<file path="src/hw/dtm_pkg.sv">
// constants, types and helper functions of the dual 8-bit interval timer
// ====================================================================
package dtm_pkg;

  // ====================================================================
  // register map, byte addresses on the bus
  localparam logic [7:0] DTM_OFF_SELECT = 8'h00;
  localparam logic [7:0] DTM_OFF_CTRL = 8'h04;
  localparam logic [7:0] DTM_OFF_MATCH_A = 8'h08;
  localparam logic [7:0] DTM_OFF_MATCH_B = 8'h0c;
  localparam logic [7:0] DTM_OFF_COUNT_A = 8'h10;
  localparam logic [7:0] DTM_OFF_COUNT_B = 8'h14;
  localparam logic [7:0] DTM_OFF_STATUS = 8'h18;
  localparam logic [7:0] DTM_OFF_MASK = 8'h1c;
  localparam int DTM_NUM_REGS = 8;

  // ====================================================================
  // field positions and reset values
  localparam int DTM_SEL_A_LSB = 0;
  localparam int DTM_SEL_B_LSB = 4;
  localparam int DTM_CTRL_RUN_A = 0;
  localparam int DTM_CTRL_RUN_B = 1;
  localparam int DTM_CTRL_MODE = 2;
  localparam logic [7:0] DTM_SELECT_RST = 8'h00;
  localparam logic [2:0] DTM_CTRL_RST = 3'h0;
  localparam logic [7:0] DTM_MATCH_RST = 8'h00;
  localparam logic [1:0] DTM_STATUS_RST = 2'h0;
  localparam logic [1:0] DTM_MASK_RST = 2'h0;

  // ====================================================================
  // source codes and prescaler
  localparam logic [3:0] DTM_CODE_FALL = 4'h0;
  localparam logic [3:0] DTM_CODE_RISE = 4'h1;
  localparam logic [3:0] DTM_CODE_INT_LO = 4'h6;
  localparam logic [3:0] DTM_CODE_SLOWEST = 4'hf;
  localparam logic [3:0] DTM_CODE_EXP_BIAS = 4'h5;
  localparam logic [3:0] DTM_EXP_SLOW_FAST = 4'hb;
  localparam logic [3:0] DTM_EXP_SLOW_HALF = 4'hc;
  localparam int DTM_PRESC_W = 13;
  localparam logic [1:0] DTM_RESP_OKAY = 2'h0;
  localparam logic [1:0] DTM_RESP_SLVERR = 2'h2;

  // ====================================================================
  // per-channel configuration bundle
  typedef struct packed {
    logic run;
    logic [7:0] match;
  } dtm_chan_cfg_t;

  // one-hot register hit for a byte address
  function automatic logic [DTM_NUM_REGS-1:0] dtm_decode(input logic [7:0] addr);
    dtm_decode = '0;
    if (addr[7:5] == 3'h0) begin
      dtm_decode[addr[4:2]] = 1'b1;
    end
  endfunction : dtm_decode

  // power-of-two exponent of an internal source code
  function automatic logic [3:0] dtm_div_exp(input logic [3:0] code, input logic mode);
    if (code == DTM_CODE_SLOWEST) begin
      dtm_div_exp = mode ? DTM_EXP_SLOW_FAST : DTM_EXP_SLOW_HALF;
    end else begin
      dtm_div_exp = code - DTM_CODE_EXP_BIAS + {3'h0, ~mode};
    end
  endfunction : dtm_div_exp

endpackage : dtm_pkg

</file>
<file path="src/hw/dtm_channel.sv">
// one 8-bit interval counter with clear on match
`timescale 1ns/1ps
module dtm_channel
  import dtm_pkg::*;
(
  // clock and reset
  input wire logic i_clock,
  input wire logic i_rst_n,
  // configuration and count enable
  input wire dtm_chan_cfg_t i_cfg,
  input wire logic i_tick,
  // state
  output logic [7:0] o_count,
  output logic o_match
);

  logic [7:0] count_r;
  logic [7:0] count_nxt;
  logic match_r;
  logic hit;

  // ====================================================================
  // next count: hold at zero when stopped, wrap on match
  assign hit = i_cfg.run && i_tick && (count_r == i_cfg.match);
  assign count_nxt = !i_cfg.run ? 8'h00 :
                     hit ? 8'h00 :
                     i_tick ? count_r + 8'h01 : count_r;

  // counter and match pulse flops
  always_ff @(posedge i_clock or negedge i_rst_n) begin
    if (!i_rst_n) begin
      count_r <= 8'h00;
      match_r <= 1'b0;
    end else begin
      count_r <= count_nxt;
      match_r <= hit;
    end
  end

  assign o_count = count_r;
  assign o_match = match_r;

  // ====================================================================
  // checks
  a_clear_on_match: assert property (@(posedge i_clock) disable iff (!i_rst_n)
    i_cfg.run && i_tick && count_r == i_cfg.match |=> count_r == 8'h00 && match_r)
    else $error("counter not cleared with request on match");
  a_hold_stopped: assert property (@(posedge i_clock) disable iff (!i_rst_n)
    !i_cfg.run |=> count_r == 8'h00 && !match_r)
    else $error("stopped counter not held at zero");
  a_count_step: assert property (@(posedge i_clock) disable iff (!i_rst_n)
    i_cfg.run && i_tick && count_r != i_cfg.match |=> count_r == $past(count_r) + 8'h01)
    else $error("counter did not advance by one");
  a_idle_stable: assert property (@(posedge i_clock) disable iff (!i_rst_n)
    i_cfg.run && !i_tick |=> count_r == $past(count_r) && !match_r)
    else $error("counter moved without a count enable");
  c_wrap_ff: cover property (@(posedge i_clock) disable iff (!i_rst_n)
    i_cfg.run && i_tick && count_r == 8'hff && i_cfg.match == 8'hff);

endmodule : dtm_channel

</file>
<file path="src/hw/dtm_timer.sv">
// top of the dual 8-bit interval timer with axi4-lite register slave
//
// The address map and the AXI4-Lite slave port were decided locally.
`timescale 1ns/1ps
module dtm_timer
  import dtm_pkg::*;
(
  // clock and reset
  input wire logic i_clock,
  input wire logic i_rst_n,
  // axi4-lite write address
  input wire logic i_awvalid,
  input wire logic [7:0] i_awaddr,
  output logic o_awready,
  // axi4-lite write data
  input wire logic i_wvalid,
  input wire logic [31:0] i_wdata,
  input wire logic [3:0] i_wstrb,
  output logic o_wready,
  // axi4-lite write response
  output logic o_bvalid,
  output logic [1:0] o_bresp,
  input wire logic i_bready,
  // axi4-lite read address
  input wire logic i_arvalid,
  input wire logic [7:0] i_araddr,
  output logic o_arready,
  // axi4-lite read data
  output logic o_rvalid,
  output logic [31:0] o_rdata,
  output logic [1:0] o_rresp,
  input wire logic i_rready,
  // external count inputs
  input wire logic i_ext_count_in_a,
  input wire logic i_ext_count_in_b,
  // interrupt requests
  output logic o_match_irq_a,
  output logic o_match_irq_b,
  output logic o_irq
);

  // ====================================================================
  // register state
  logic [7:0] count_source_select_r;
  logic [2:0] ctrl_r;
  logic [7:0] match_value_a_r;
  logic [7:0] match_value_b_r;
  logic [1:0] status_r;
  logic [1:0] status_nxt;
  logic [1:0] mask_r;
  logic irq_r;

  // bus handshake state
  logic aw_held_r;
  logic w_held_r;
  logic [7:0] aw_addr_r;
  logic [31:0] w_data_r;
  logic [3:0] w_strb_r;
  logic awready_r;
  logic wready_r;
  logic bvalid_r;
  logic [1:0] bresp_r;
  logic arready_r;
  logic rvalid_r;
  logic [31:0] rdata_r;
  logic [1:0] rresp_r;

  // source logic
  logic [DTM_PRESC_W-1:0] presc_r;
  logic ext_a_prev_r;
  logic ext_b_prev_r;
  logic [7:0] count_a;
  logic [7:0] count_b;
  logic match_a;
  logic match_b;

  // ====================================================================
  // bus decode and handshake terms
  logic aw_take;
  logic w_take;
  logic aw_held_nxt;
  logic w_held_nxt;
  logic do_write;
  logic b_done;
  logic bvalid_nxt;
  logic ar_take;
  logic r_done;
  logic [DTM_NUM_REGS-1:0] wr_hit;
  logic [DTM_NUM_REGS-1:0] rd_hit;
  logic wr_lane0;
  logic [31:0] rd_mux;

  assign aw_take = i_awvalid && awready_r;
  assign w_take = i_wvalid && wready_r;
  assign b_done = bvalid_r && i_bready;
  assign aw_held_nxt = (aw_held_r || aw_take) && !do_write;
  assign w_held_nxt = (w_held_r || w_take) && !do_write;
  assign do_write = aw_held_r && w_held_r && !bvalid_r;
  assign bvalid_nxt = do_write || (bvalid_r && !i_bready);
  assign ar_take = i_arvalid && arready_r;
  assign r_done = rvalid_r && i_rready;
  assign wr_hit = do_write ? dtm_decode(aw_addr_r) : '0;
  assign rd_hit = dtm_decode(i_araddr);
  assign wr_lane0 = w_strb_r[0];

  // read data selection
  assign rd_mux = rd_hit[DTM_OFF_SELECT[4:2]] ? {24'h0, count_source_select_r} :
                  rd_hit[DTM_OFF_CTRL[4:2]] ? {29'h0, ctrl_r} :
                  rd_hit[DTM_OFF_MATCH_A[4:2]] ? {24'h0, match_value_a_r} :
                  rd_hit[DTM_OFF_MATCH_B[4:2]] ? {24'h0, match_value_b_r} :
                  rd_hit[DTM_OFF_COUNT_A[4:2]] ? {24'h0, count_a} :
                  rd_hit[DTM_OFF_COUNT_B[4:2]] ? {24'h0, count_b} :
                  rd_hit[DTM_OFF_STATUS[4:2]] ? {30'h0, status_r} :
                  rd_hit[DTM_OFF_MASK[4:2]] ? {30'h0, mask_r} : 32'h0;

  // write channel holding and response
  always_ff @(posedge i_clock or negedge i_rst_n) begin
    if (!i_rst_n) begin
      aw_held_r <= 1'b0;
      w_held_r <= 1'b0;
      aw_addr_r <= 8'h00;
      w_data_r <= 32'h0;
      w_strb_r <= 4'h0;
      awready_r <= 1'b0;
      wready_r <= 1'b0;
      bvalid_r <= 1'b0;
      bresp_r <= DTM_RESP_OKAY;
    end else begin
      aw_held_r <= aw_held_nxt;
      w_held_r <= w_held_nxt;
      if (aw_take) begin
        aw_addr_r <= i_awaddr;
      end
      if (w_take) begin
        w_data_r <= i_wdata;
        w_strb_r <= i_wstrb;
      end
      awready_r <= !aw_held_nxt && !bvalid_nxt;
      wready_r <= !w_held_nxt && !bvalid_nxt;
      bvalid_r <= bvalid_nxt;
      if (do_write) begin
        bresp_r <= (|dtm_decode(aw_addr_r)) ? DTM_RESP_OKAY : DTM_RESP_SLVERR;
      end
    end
  end

  // read channel
  always_ff @(posedge i_clock or negedge i_rst_n) begin
    if (!i_rst_n) begin
      arready_r <= 1'b0;
      rvalid_r <= 1'b0;
      rdata_r <= 32'h0;
      rresp_r <= DTM_RESP_OKAY;
    end else begin
      arready_r <= !(rvalid_r && !r_done) && !ar_take;
      if (ar_take) begin
        rvalid_r <= 1'b1;
        rdata_r <= rd_mux;
        rresp_r <= (|rd_hit) ? DTM_RESP_OKAY : DTM_RESP_SLVERR;
      end else if (r_done) begin
        rvalid_r <= 1'b0;
      end
    end
  end

  // ====================================================================
  // software registers, low byte lane only
  always_ff @(posedge i_clock or negedge i_rst_n) begin
    if (!i_rst_n) begin
      count_source_select_r <= DTM_SELECT_RST;
      ctrl_r <= DTM_CTRL_RST;
      match_value_a_r <= DTM_MATCH_RST;
      match_value_b_r <= DTM_MATCH_RST;
      mask_r <= DTM_MASK_RST;
    end else if (wr_lane0) begin
      if (wr_hit[DTM_OFF_SELECT[4:2]]) begin
        count_source_select_r <= w_data_r[7:0];
      end
      if (wr_hit[DTM_OFF_CTRL[4:2]]) begin
        ctrl_r <= w_data_r[2:0];
      end
      if (wr_hit[DTM_OFF_MATCH_A[4:2]]) begin
        match_value_a_r <= w_data_r[7:0];
      end
      if (wr_hit[DTM_OFF_MATCH_B[4:2]]) begin
        match_value_b_r <= w_data_r[7:0];
      end
      if (wr_hit[DTM_OFF_MASK[4:2]]) begin
        mask_r <= w_data_r[1:0];
      end
    end
  end

  // ====================================================================
  // free prescaler and pin edge history
  always_ff @(posedge i_clock or negedge i_rst_n) begin
    if (!i_rst_n) begin
      presc_r <= '0;
      ext_a_prev_r <= 1'b0;
      ext_b_prev_r <= 1'b0;
    end else begin
      presc_r <= presc_r + 13'h1;
      ext_a_prev_r <= i_ext_count_in_a;
      ext_b_prev_r <= i_ext_count_in_b;
    end
  end

  // ====================================================================
  // per-channel source selection and counter
  logic osc_halving_mode;
  logic [1:0] ext_now;
  logic [1:0] ext_prev;
  logic [1:0] ch_tick;
  logic [1:0] ch_run;
  logic [7:0] ch_match [2];
  logic [7:0] ch_count [2];
  logic [1:0] ch_hit;
  logic [3:0] ch_sel [2];

  assign osc_halving_mode = ctrl_r[DTM_CTRL_MODE];
  assign ext_now = {i_ext_count_in_b, i_ext_count_in_a};
  assign ext_prev = {ext_b_prev_r, ext_a_prev_r};
  assign ch_sel[0] = count_source_select_r[DTM_SEL_A_LSB +: 4];
  assign ch_sel[1] = count_source_select_r[DTM_SEL_B_LSB +: 4];
  assign ch_run = {ctrl_r[DTM_CTRL_RUN_B], ctrl_r[DTM_CTRL_RUN_A]};
  assign ch_match[0] = match_value_a_r;
  assign ch_match[1] = match_value_b_r;

  generate
    for (genvar g = 0; g < 2; g++) begin : g_chan
      logic [3:0] exp_w;
      logic [DTM_PRESC_W-1:0] mask_w;
      logic int_tick;
      logic fall_tick;
      logic rise_tick;
      dtm_chan_cfg_t cfg;

      // internal rate: low exp bits of prescaler all ones
      assign exp_w = dtm_div_exp(ch_sel[g], osc_halving_mode);
      assign mask_w = (13'h1 << exp_w) - 13'h1;
      assign int_tick = (ch_sel[g] >= DTM_CODE_INT_LO) && ((presc_r & mask_w) == mask_w);
      assign fall_tick = (ch_sel[g] == DTM_CODE_FALL) && ext_prev[g] && !ext_now[g];
      assign rise_tick = (ch_sel[g] == DTM_CODE_RISE) && !ext_prev[g] && ext_now[g];
      assign ch_tick[g] = int_tick || fall_tick || rise_tick;
      assign cfg = '{run: ch_run[g], match: ch_match[g]};

      dtm_channel u_chan (
        .i_clock(i_clock),
        .i_rst_n(i_rst_n),
        .i_cfg(cfg),
        .i_tick(ch_tick[g]),
        .o_count(ch_count[g]),
        .o_match(ch_hit[g])
      );
    end
  endgenerate

  assign count_a = ch_count[0];
  assign count_b = ch_count[1];
  assign match_a = ch_hit[0];
  assign match_b = ch_hit[1];

  // ====================================================================
  // sticky status, cleared by reading it; a new match wins over the clear
  logic status_rd;

  assign status_rd = ar_take && rd_hit[DTM_OFF_STATUS[4:2]];
  assign status_nxt = (status_r & ~{2{status_rd}}) | {match_b, match_a};

  always_ff @(posedge i_clock or negedge i_rst_n) begin
    if (!i_rst_n) begin
      status_r <= DTM_STATUS_RST;
      irq_r <= 1'b0;
    end else begin
      status_r <= status_nxt;
      irq_r <= |(status_nxt & mask_r);
    end
  end

  // outputs
  assign o_awready = awready_r;
  assign o_wready = wready_r;
  assign o_bvalid = bvalid_r;
  assign o_bresp = bresp_r;
  assign o_arready = arready_r;
  assign o_rvalid = rvalid_r;
  assign o_rdata = rdata_r;
  assign o_rresp = rresp_r;
  assign o_match_irq_a = match_a;
  assign o_match_irq_b = match_b;
  assign o_irq = irq_r;

  // ====================================================================
  // checks
  a_reset_select: assert property (@(posedge i_clock)
    !i_rst_n |-> count_source_select_r == 8'h00)
    else $error("select register not zero in reset");
  a_fall_edge_a: assert property (@(posedge i_clock) disable iff (!i_rst_n)
    ch_sel[0] == 4'h0 && $fell(i_ext_count_in_a) |-> ch_tick[0])
    else $error("falling edge not counted on channel a");
  a_rise_edge_b: assert property (@(posedge i_clock) disable iff (!i_rst_n)
    ch_sel[1] == 4'h1 && $rose(i_ext_count_in_b) |-> ch_tick[1])
    else $error("rising edge not counted on channel b");
  // rate tied to the prescaler phase each cycle, so a mode write cannot trip it
  a_div_two: assert property (@(posedge i_clock) disable iff (!i_rst_n)
    ch_sel[0] == 4'h6 && osc_halving_mode |-> ch_tick[0] == presc_r[0])
    else $error("fastest rate is not every second cycle");
  a_div_four: assert property (@(posedge i_clock) disable iff (!i_rst_n)
    ch_sel[0] == 4'h6 && !osc_halving_mode |-> ch_tick[0] == (presc_r[1:0] == 2'h3))
    else $error("halved fastest rate is not every fourth cycle");
  a_div_slowest: assert property (@(posedge i_clock) disable iff (!i_rst_n)
    ch_sel[1] == 4'hf && ch_tick[1] |-> presc_r[10:0] == 11'h7ff &&
    (osc_halving_mode || presc_r[11]))
    else $error("slowest rate not on the right prescaler phase");
  a_tick_single: assert property (@(posedge i_clock) disable iff (!i_rst_n)
    ch_sel[0] >= 4'h6 && ch_tick[0] && $stable(count_source_select_r) |=> !ch_tick[0])
    else $error("internal count enable longer than one cycle");
  a_irq_level: assert property (@(posedge i_clock) disable iff (!i_rst_n)
    match_a && mask_r[0] |=> o_irq && status_r[0])
    else $error("unmasked match did not raise the interrupt");
  c_match_a: cover property (@(posedge i_clock) disable iff (!i_rst_n) o_match_irq_a);
  c_status_read: cover property (@(posedge i_clock) disable iff (!i_rst_n)
    status_rd && match_a);
  c_ext_b: cover property (@(posedge i_clock) disable iff (!i_rst_n)
    ch_sel[1] == 4'h0 && ch_tick[1]);

endmodule : dtm_timer

</file>
<file path="config.mk">
export PLATFORM = sky130hd
export DESIGN_NAME = dtm_timer
export DESIGN_NICKNAME = d
export VERILOG_FILES = /design/src/hw/dtm_pkg.sv /design/src/hw/dtm_channel.sv /design/src/hw/dtm_timer.sv
export SDC_FILE = /design/constraint.sdc
export NUM_CORES = 1
export LEC_CHECK = 0
export BUFFER_PORTS_ARGS = -buffer_cell sky130_fd_sc_hd__buf_2
export CORE_MARGIN = 2
export CORE_UTILIZATION = 50
export CTS_CLUSTER_SIZE = 24
export DETAILED_ROUTE_END_ITERATION = 6
export GPL_TIMING_DRIVEN = 1
export PLACE_DENSITY = 0.76
export SLEW_MARGIN = 20
export SYNTH_ARGS = -nofsm -noshare
export SYNTH_HDL_FRONTEND = slang
export SYNTH_SLANG_ARGS = --single-unit
</file>
<file path="constraint.sdc">
create_clock -name i_clock -period 3.2 [get_ports i_clock]
set_input_delay 0.64 -clock i_clock [delete_from_list [all_inputs] [get_ports i_clock]]
set_output_delay 0.64 -clock i_clock [all_outputs]
set_load 0.05 [all_outputs]
</file>
Word level (Yosys, flattened, before mapping)
Cells that the tools add are included.
{"block": "totals", "elab_cells": 153, "register_bits": 125}
{"block": "op_classes", "reduce_logical": 63, "bitwise": 7, "n_lt_le_gt_ge": 6, "eq_ne": 10, "addsub": 9, "shift": 2, "mux": 29}
{"op": "2-to-1 mux 8 bit", "n": 16}
{"op": "logical AND 1 bit", "n": 30}
{"op": "bitwise AND 13 bit", "n": 2}
{"op": "equality test 13 bit", "n": 2}
{"op": "<< shifter 1 x 4 -> 13 bit, first input constant", "n": 2}
{"op": "subtractor 13 x 1 -> 13 bit, second input constant", "n": 2}
{"op": "adder 8 x 1 -> 8 bit, second input constant", "n": 2}
{"op": "equality test 8 bit", "n": 2}
{"op": "OR reduction 8 bit", "n": 2}
{"op": "adder 13 x 1 -> 13 bit, second input constant", "n": 1}
{"op": "zero test 1 bit", "n": 13}
{"op": "AND reduction 2 bit", "n": 5}
{"op": "adder 4 x 1 -> 4 bit", "n": 2}
{"op": "equality test 4 x 1 -> 1 bit, second input constant", "n": 2}
{"op": "equality test 4 bit, second input constant", "n": 2}
{"op": "greater-or-equal comparator 4 x 3 -> 1 bit, second input constant", "n": 2}
{"op": "zero test 4 bit", "n": 2}
{"op": "less-than comparator 3 x 4 -> 1 bit, second input constant", "n": 2}
{"op": "2-to-1 mux 2 bit", "n": 4}
{"op": "2-to-1 mux 4 bit", "n": 2}
{"op": "subtractor 4 x 3 -> 4 bit, second input constant", "n": 2}
{"op": "logical OR 1 bit", "n": 7}
{"op": "demux 1 bit (select 3 bit)", "n": 2}
{"op": "greater-or-equal comparator 3 x 1 -> 1 bit, second input constant", "n": 2}
{"op": "10 further kinds", "n": 16}

Longest topological paths before layout
{"block": "logic_depth", "word_depth": 14, "depth_mapped": 18, "depth_no_buf": 15}

By module
Synthesis repeated with hierarchy kept, for this count alone.
{"block": "unflattened", "cells_unflattened": 610, "hier_area_um2": 5957.0}
{"mod": "dtm_timer", "area_per_inst_um2": 4850.9, "cells_each": 492, "instances": 1, "seq_area_each_um2": 1976.9}
{"mod": "dtm_channel", "area_per_inst_um2": 553.0, "cells_each": 59, "instances": 2, "seq_area_each_um2": 225.2}

Worst setup path after synthesis
Ideal clock, no wire load.
{"block": "synth_timing", "kind": "reg-to-reg", "startpoint": "reg count_source_select_r[0]", "endpoint": "reg g_chan[0].u_chan.count_r[2]", "path_stages_with_launch": 19, "setup_time_ps": 131, "period_less_slack_ps": 3409, "path_slack_ps": -209, "arrival_ps": 3277, "cell_sequence": "dfrtp_1 > buf_2 > inv_1 > ha_1 > xor2_1 > nor3_1 > or2_1 > nand2b_1 > ha_1 > buf_1 > nand2_1 > o2bb2a_4 > xnor2_1 > o221ai_1 > nor4_2 > and2_2 > buf_6 > a21oi_1 > or3_1"}
{"block": "synth_between", "elab_chain_len": 14, "word_cells_on_any_way": 23, "cone_classes": "3 x add/sub; 1 x order compare; 4 x eq/ne; 1 x shift; 3 x mux; 1 x bitwise; 10 x reduce/logical"}
{"item": "start, declared", "line_no": "dtm_timer.sv:44", "rtl": "logic [7:0] count_source_select_r;"}
{"item": "start signal, assigned", "line_no": "dtm_timer.sv:177", "rtl": "count_source_select_r <= w_data_r[7:0];"}
{"item": "subtractor 4 x 3 -> 4 bit", "line_no": "dtm_pkg.sv:63", "rtl": "dtm_div_exp = code - DTM_CODE_EXP_BIAS + {3'h0, ~mode};"}
{"item": "adder 4 x 1 -> 4 bit", "line_no": "dtm_pkg.sv:63"}
{"item": "2-to-1 mux 4 bit", "line_no": "dtm_pkg.sv:60", "rtl": "if (code == DTM_CODE_SLOWEST) begin"}
{"item": "<< shifter 1 x 4 -> 13 bit", "line_no": "dtm_timer.sv:240", "rtl": "assign mask_w = (13'h1 << exp_w) - 13'h1;"}
{"item": "subtractor 13 x 1 -> 13 bit", "line_no": "dtm_timer.sv:240"}
{"item": "bitwise AND 13 bit", "line_no": "dtm_timer.sv:241", "rtl": "assign int_tick = (ch_sel[g] >= DTM_CODE_INT_LO) && ((presc_r & mask_w) == mask_w);"}
{"item": "equality test 13 bit", "line_no": "dtm_timer.sv:241"}
{"item": "logical AND 1 bit", "line_no": "dtm_timer.sv:241"}
{"item": "logical OR 1 bit", "line_no": "dtm_timer.sv:244", "rtl": "assign ch_tick[g] = int_tick || fall_tick || rise_tick;"}
{"item": "logical OR 1 bit (*)", "line_no": "dtm_timer.sv:244"}
{"item": "logical AND 1 bit (2 in series)", "line_no": "dtm_channel.sv:24", "rtl": "assign hit = i_cfg.run && i_tick && (count_r == i_cfg.match);"}
{"item": "2-to-1 mux 8 bit", "line_no": "dtm_channel.sv:26", "rtl": "hit ? 8'h00 :"}
{"item": "2-to-1 mux 8 bit", "line_no": "dtm_channel.sv:25", "rtl": "assign count_nxt = !i_cfg.run ? 8'h00 :"}
{"item": "end signal, assigned", "line_no": "dtm_channel.sv:35", "rtl": "count_r <= count_nxt;"}
{"item": "end, declared", "line_no": "dtm_channel.sv:17", "rtl": "logic [7:0] count_r;"}
Mark *: on every way between the ends. The rest lies on a longest branch, timed or not.
A chain may end at the register's enable or synchronous reset.

Worst setup path in the final report
{"block": "layout_timing", "startpoint": "reg ctrl_r[2]", "endpoint": "reg g_chan[0].u_chan.count_r[2]"}
{"block": "layout_between", "elab_chain_len": 14, "word_cells_on_any_way": 16, "cone_classes": "2 x add/sub; 2 x eq/ne; 1 x shift; 4 x mux; 2 x bitwise; 5 x reduce/logical"}
{"item": "start, declared", "line_no": "dtm_timer.sv:45", "rtl": "logic [2:0] ctrl_r;"}
{"item": "start signal, assigned", "line_no": "dtm_timer.sv:180", "rtl": "ctrl_r <= w_data_r[2:0];"}
{"item": "inverter 1 bit", "line_no": "dtm_pkg.sv:63"}
{"item": "adder 4 x 1 -> 4 bit", "line_no": "dtm_pkg.sv:63"}
{"item": "2-to-1 mux 4 bit (*)", "line_no": "dtm_pkg.sv:60"}
{"item": "<< shifter 1 x 4 -> 13 bit (*)", "line_no": "dtm_timer.sv:240"}
{"item": "subtractor 13 x 1 -> 13 bit (*)", "line_no": "dtm_timer.sv:240"}
{"item": "bitwise AND 13 bit", "line_no": "dtm_timer.sv:241"}
{"item": "equality test 13 bit (*)", "line_no": "dtm_timer.sv:241"}
{"item": "logical AND 1 bit (*)", "line_no": "dtm_timer.sv:241"}
{"item": "logical OR 1 bit (*) (2 in series)", "line_no": "dtm_timer.sv:244"}
{"item": "logical AND 1 bit (2 in series)", "line_no": "dtm_channel.sv:24"}
{"item": "2-to-1 mux 8 bit", "line_no": "dtm_channel.sv:26"}
{"item": "2-to-1 mux 8 bit", "line_no": "dtm_channel.sv:25"}
Marks and branches as above.

==> metrics.md <==
| Metric | Value |
|---|---|
| Outcome | `finished with violations` |
| Failing checks | `negative setup slack` |
| Final WS setup | `-0.04663 ns` |
| Largest net degree at the start of global routing | `57` |
| Area after DPL | `0.006683 mm^2` |
| CTS tree | `built` |
| Root Buffer Master | `clkbuf_16` |
| Slowest CP cell | `or4_1` |
| Initial Util | `50.89%` |
| P&R area growth vs syn | `19.59%` |
| Critical Path RT | `3.42 ns` |
| Final Hold Vio Count | `0` |
| Hold-fix buffers, CTS | `0` |
| Crit path max fanout | `10` |
| Avg WL per Cell | `18.15 um` |
| Crit-path max cell delay | `0.52 ns` |
| FFs w/ async S/R, synth | `100.0%` |
| Critical path arrival | `3.47 ns` |
| DIE AREA | `0.01302 mm^2` |
| Synth Instances | `633` |
| Post-Layout Inst Area | `0.007249 mm^2` |
| Vias in the first global route | `5187` |
| Via/cell ratio | `6.085` |
| H-Tree Depth | `3` |
| Synth Register Bits | `97` |
| Latest clock arrival within the worst-skew pair | `0.35 ns` |
| PwrDens | `868.4 mW/mm^2` |
| Register area share after synthesis | `40.04%` |
| Sequential Area | `0.002430 mm^2` |
| Nets | `793` |
| Overall Global Routing Usage | `24.45%` |
| CP top delay family | `simple AND/OR/NAND/NOR gates` |
| CP cell instances | `ha_2, inv_2, nor3_4, or2_1, nand2b_1, ha_4, or4_1, o211ai_1, nor4_4, and2_4, buf_6, and3_1, or3_1` |
| Max VDD drop | `646.3 uV` |
| Place WS | `-0.1543 ns` |
| Overall Power | `6.295 mW` |
| Initial antenna violation count | `1` |
| Mapped Area | `0.006062 mm^2` |
| M1 WL | `6501 um` |
| Antenna cell count | `0` |
| Placed wire-length estimate | `11230 um` |
| Die Wd | `114.1 um` |
| RSZ-0062 raised after global routing | `true` |
| Post-Layout Cell Count | `873` |
| EDFF count, synth | `0` |
| TritonCTS Buffers | `9` |
| Syn Area/Cell | `9.577 um^2` |
| Max Clock Freq | `0.3080 GHz` |
| GP Congestion | `0.9193` |
| Number of synthesis warnings | `0` |
| # IOs | `105` |
| WHS | `0.3465 ns` |
| Final Critical Period | `3.247 ns` |
| Metal2 WL | `7933 um` |
| Most common cell after layout, fill and taps aside | `dfrtp_1` |
| Clk slew on worst S/H paths | `0.06 ns` |
| First-pass detailed-route iteration total | `6` |
| First-pass GRT wire length | `25430 um` |
| Actual slew at the worst max-slew pin | `0.8023 ns` |
| Number of unique standard cell types used by synthesis | `76` |
| Grt total ovfl | `0` |
| Main flop type after synthesis | `dfrtp_1` |
| Leakage | `3.276 nW` |
| Layout cells sized above 1 | `30.85%` |
| Clock Path Buffers | `2` |
| Area of the multi-input gates | `0.003540 mm^2` |
| ANT nets after route | `0` |
| Core ar. | `0.01191 mm^2` |
| Residual DRC | `0` |
| Worst setup SP type | `register` |
| Slew Limit Fails | `0` |
| Port Buf Inserts | `47` |
| Clk_skew | `0.008799 ns` |
| Max cap viols | `0` |
| Setup violators final | `1` |
| Tcrit/Tclk final | `101.5%` |
| Endpoint class of the critical path | `register` |
| Vias | `5312` |
| CP Buf/Inv Count | `2` |
| WL met3 | `916 um` |
| Dpl cells | `847` |
| Die span in y | `114.1 um` |
| Commonest cells after routing, fill and taps aside | `dfrtp_1 (95), buf_4 (61), nand2_1 (50)` |
| Hold Path Class | `input port to async pin` |
| Site row count | `40` |
| Detailed Route WL | `15840 um` |
| Crit Path Category | `register to register` |
| Clock sink count | `97` |
| DRT iter0 DRCs | `398` |
| Slew margin rel. | `46.02%` |
| Fill cell count | `980` |
| Top Layer Used | `met4` |
stage by stage:
stage | setup TNS [ns] | util, %
6_report | -0.04663 | 60.86
3_3_place_gp | -0.2697 | 56.10
5_1_grt | -0.9794 | 60.86
4_1_cts | 0 | 59.51
2_1_floorplan | 0 | -
3_5_place_dp | -1.033 | 56.10
area by class of cell:
class	count	area share, %
Clock buffer	11	3.210
Clock inverter	3	0.9320
Tap cell	147	2.537
Multi-Input combinational cell	492	48.83
Inverter	12	0.6213
Timing Repair Buffer	111	10.36
Sequential cell	97	33.52
synth_stat cells, drive strengths merged (7+ instances only):
cell,instances,area (um^2)
ha,9,112.6
a21oi,24,120.1
o21ai,26,133.9
nand3,27,135.1
nor3b,7,62.56
nor2b,17,106.4
nor3,16,80.08
nand2b,11,83.83
mux2,42,473.0
nand3b,16,132.6
xnor2,22,192.7
nor2,45,168.9
inv,11,41.29
clkbuf,13,48.80
and3,12,75.07
nor4,9,68.81
xor2,13,113.9
nand4,7,50.05
o22ai,7,43.79
buf,44,302.8
dfrtp,97,2427
a31oi,12,75.07
nand2,53,206.5
report_power, final:
part / switching [mW] / leakage (nW) / internal, mW
registers: 0.346 / 1.27 / 1.51
clock network: 0.456 / 0.142 / 0.677
logic: 1.92 / 1.87 / 1.39
total: 2.72 / 3.28 / 3.57
timing repair:
item	4_1_cts	5_1_grt
resized for setup	9	25
pin swaps	4	5
endpoints found under the setup margin	16	18
setup buffers	7	5
sequential cells by signal (all words and copies together) (netlist names), 3 cells and up:
register and cells:
o_rdata 8, aw_addr_r 6, count_source_select_r 8, w_data_r 8
match_value_b_r 8, ctrl_r 3, match_value_a_r 8, presc_r 13
g_chan.u_chan.o_count 16
worst reg2reg max path, stage by stage (launching register included):
cell and delay [ns]:
dfrtp_2 0.44, ha_2 0.35, inv_2 0.05, nor3_4 0.20
or2_1 0.15, nand2b_1 0.12, ha_4 0.22, or4_1 0.52
o211ai_1 0.17, nor4_4 0.07, and2_4 0.19, buf_6 0.13
and3_1 0.15, or3_1 0.34
kinds of logic after synthesis:
logic type	synth area share, %
simple gates	22.75
compound gates	14.90
flops	40.04
buf+inv	6.543
mux	8.793
xor+xnor	5.057
fa+ha+maj	1.858
other cells	0.06186
worst paths after layout:
check	startpoint	to	slack, ns	depth (start not counted)
worst max-delay path	ctrl_r[2]	g_chan[0].u_chan.o_count[2]	-0.05	13
worst min-delay path	i_rst_n	w_held_r	0.35	1
worst max register to register	ctrl_r[2]	g_chan[0].u_chan.o_count[2]	-0.05	13
worst min register to register	o_rresp[1]	o_rresp[1]	0.49	2
max in group asynchronous	i_rst_n	g_chan[1].u_chan.o_count[3]	2.15	2
min in group i_clock	i_ext_count_in_b	ext_b_prev_r	0.43	1
per-layer routing:
metal / track usage (%) / vias to the layer above
met4: 10.24 / 0
li1: - / 2421
met2: 40.67 / 217
met3: 4.076 / 52
met5: 0 / -
met1: 31.78 / 2622
No activity file was read; power rests on OpenSTA's default activity.
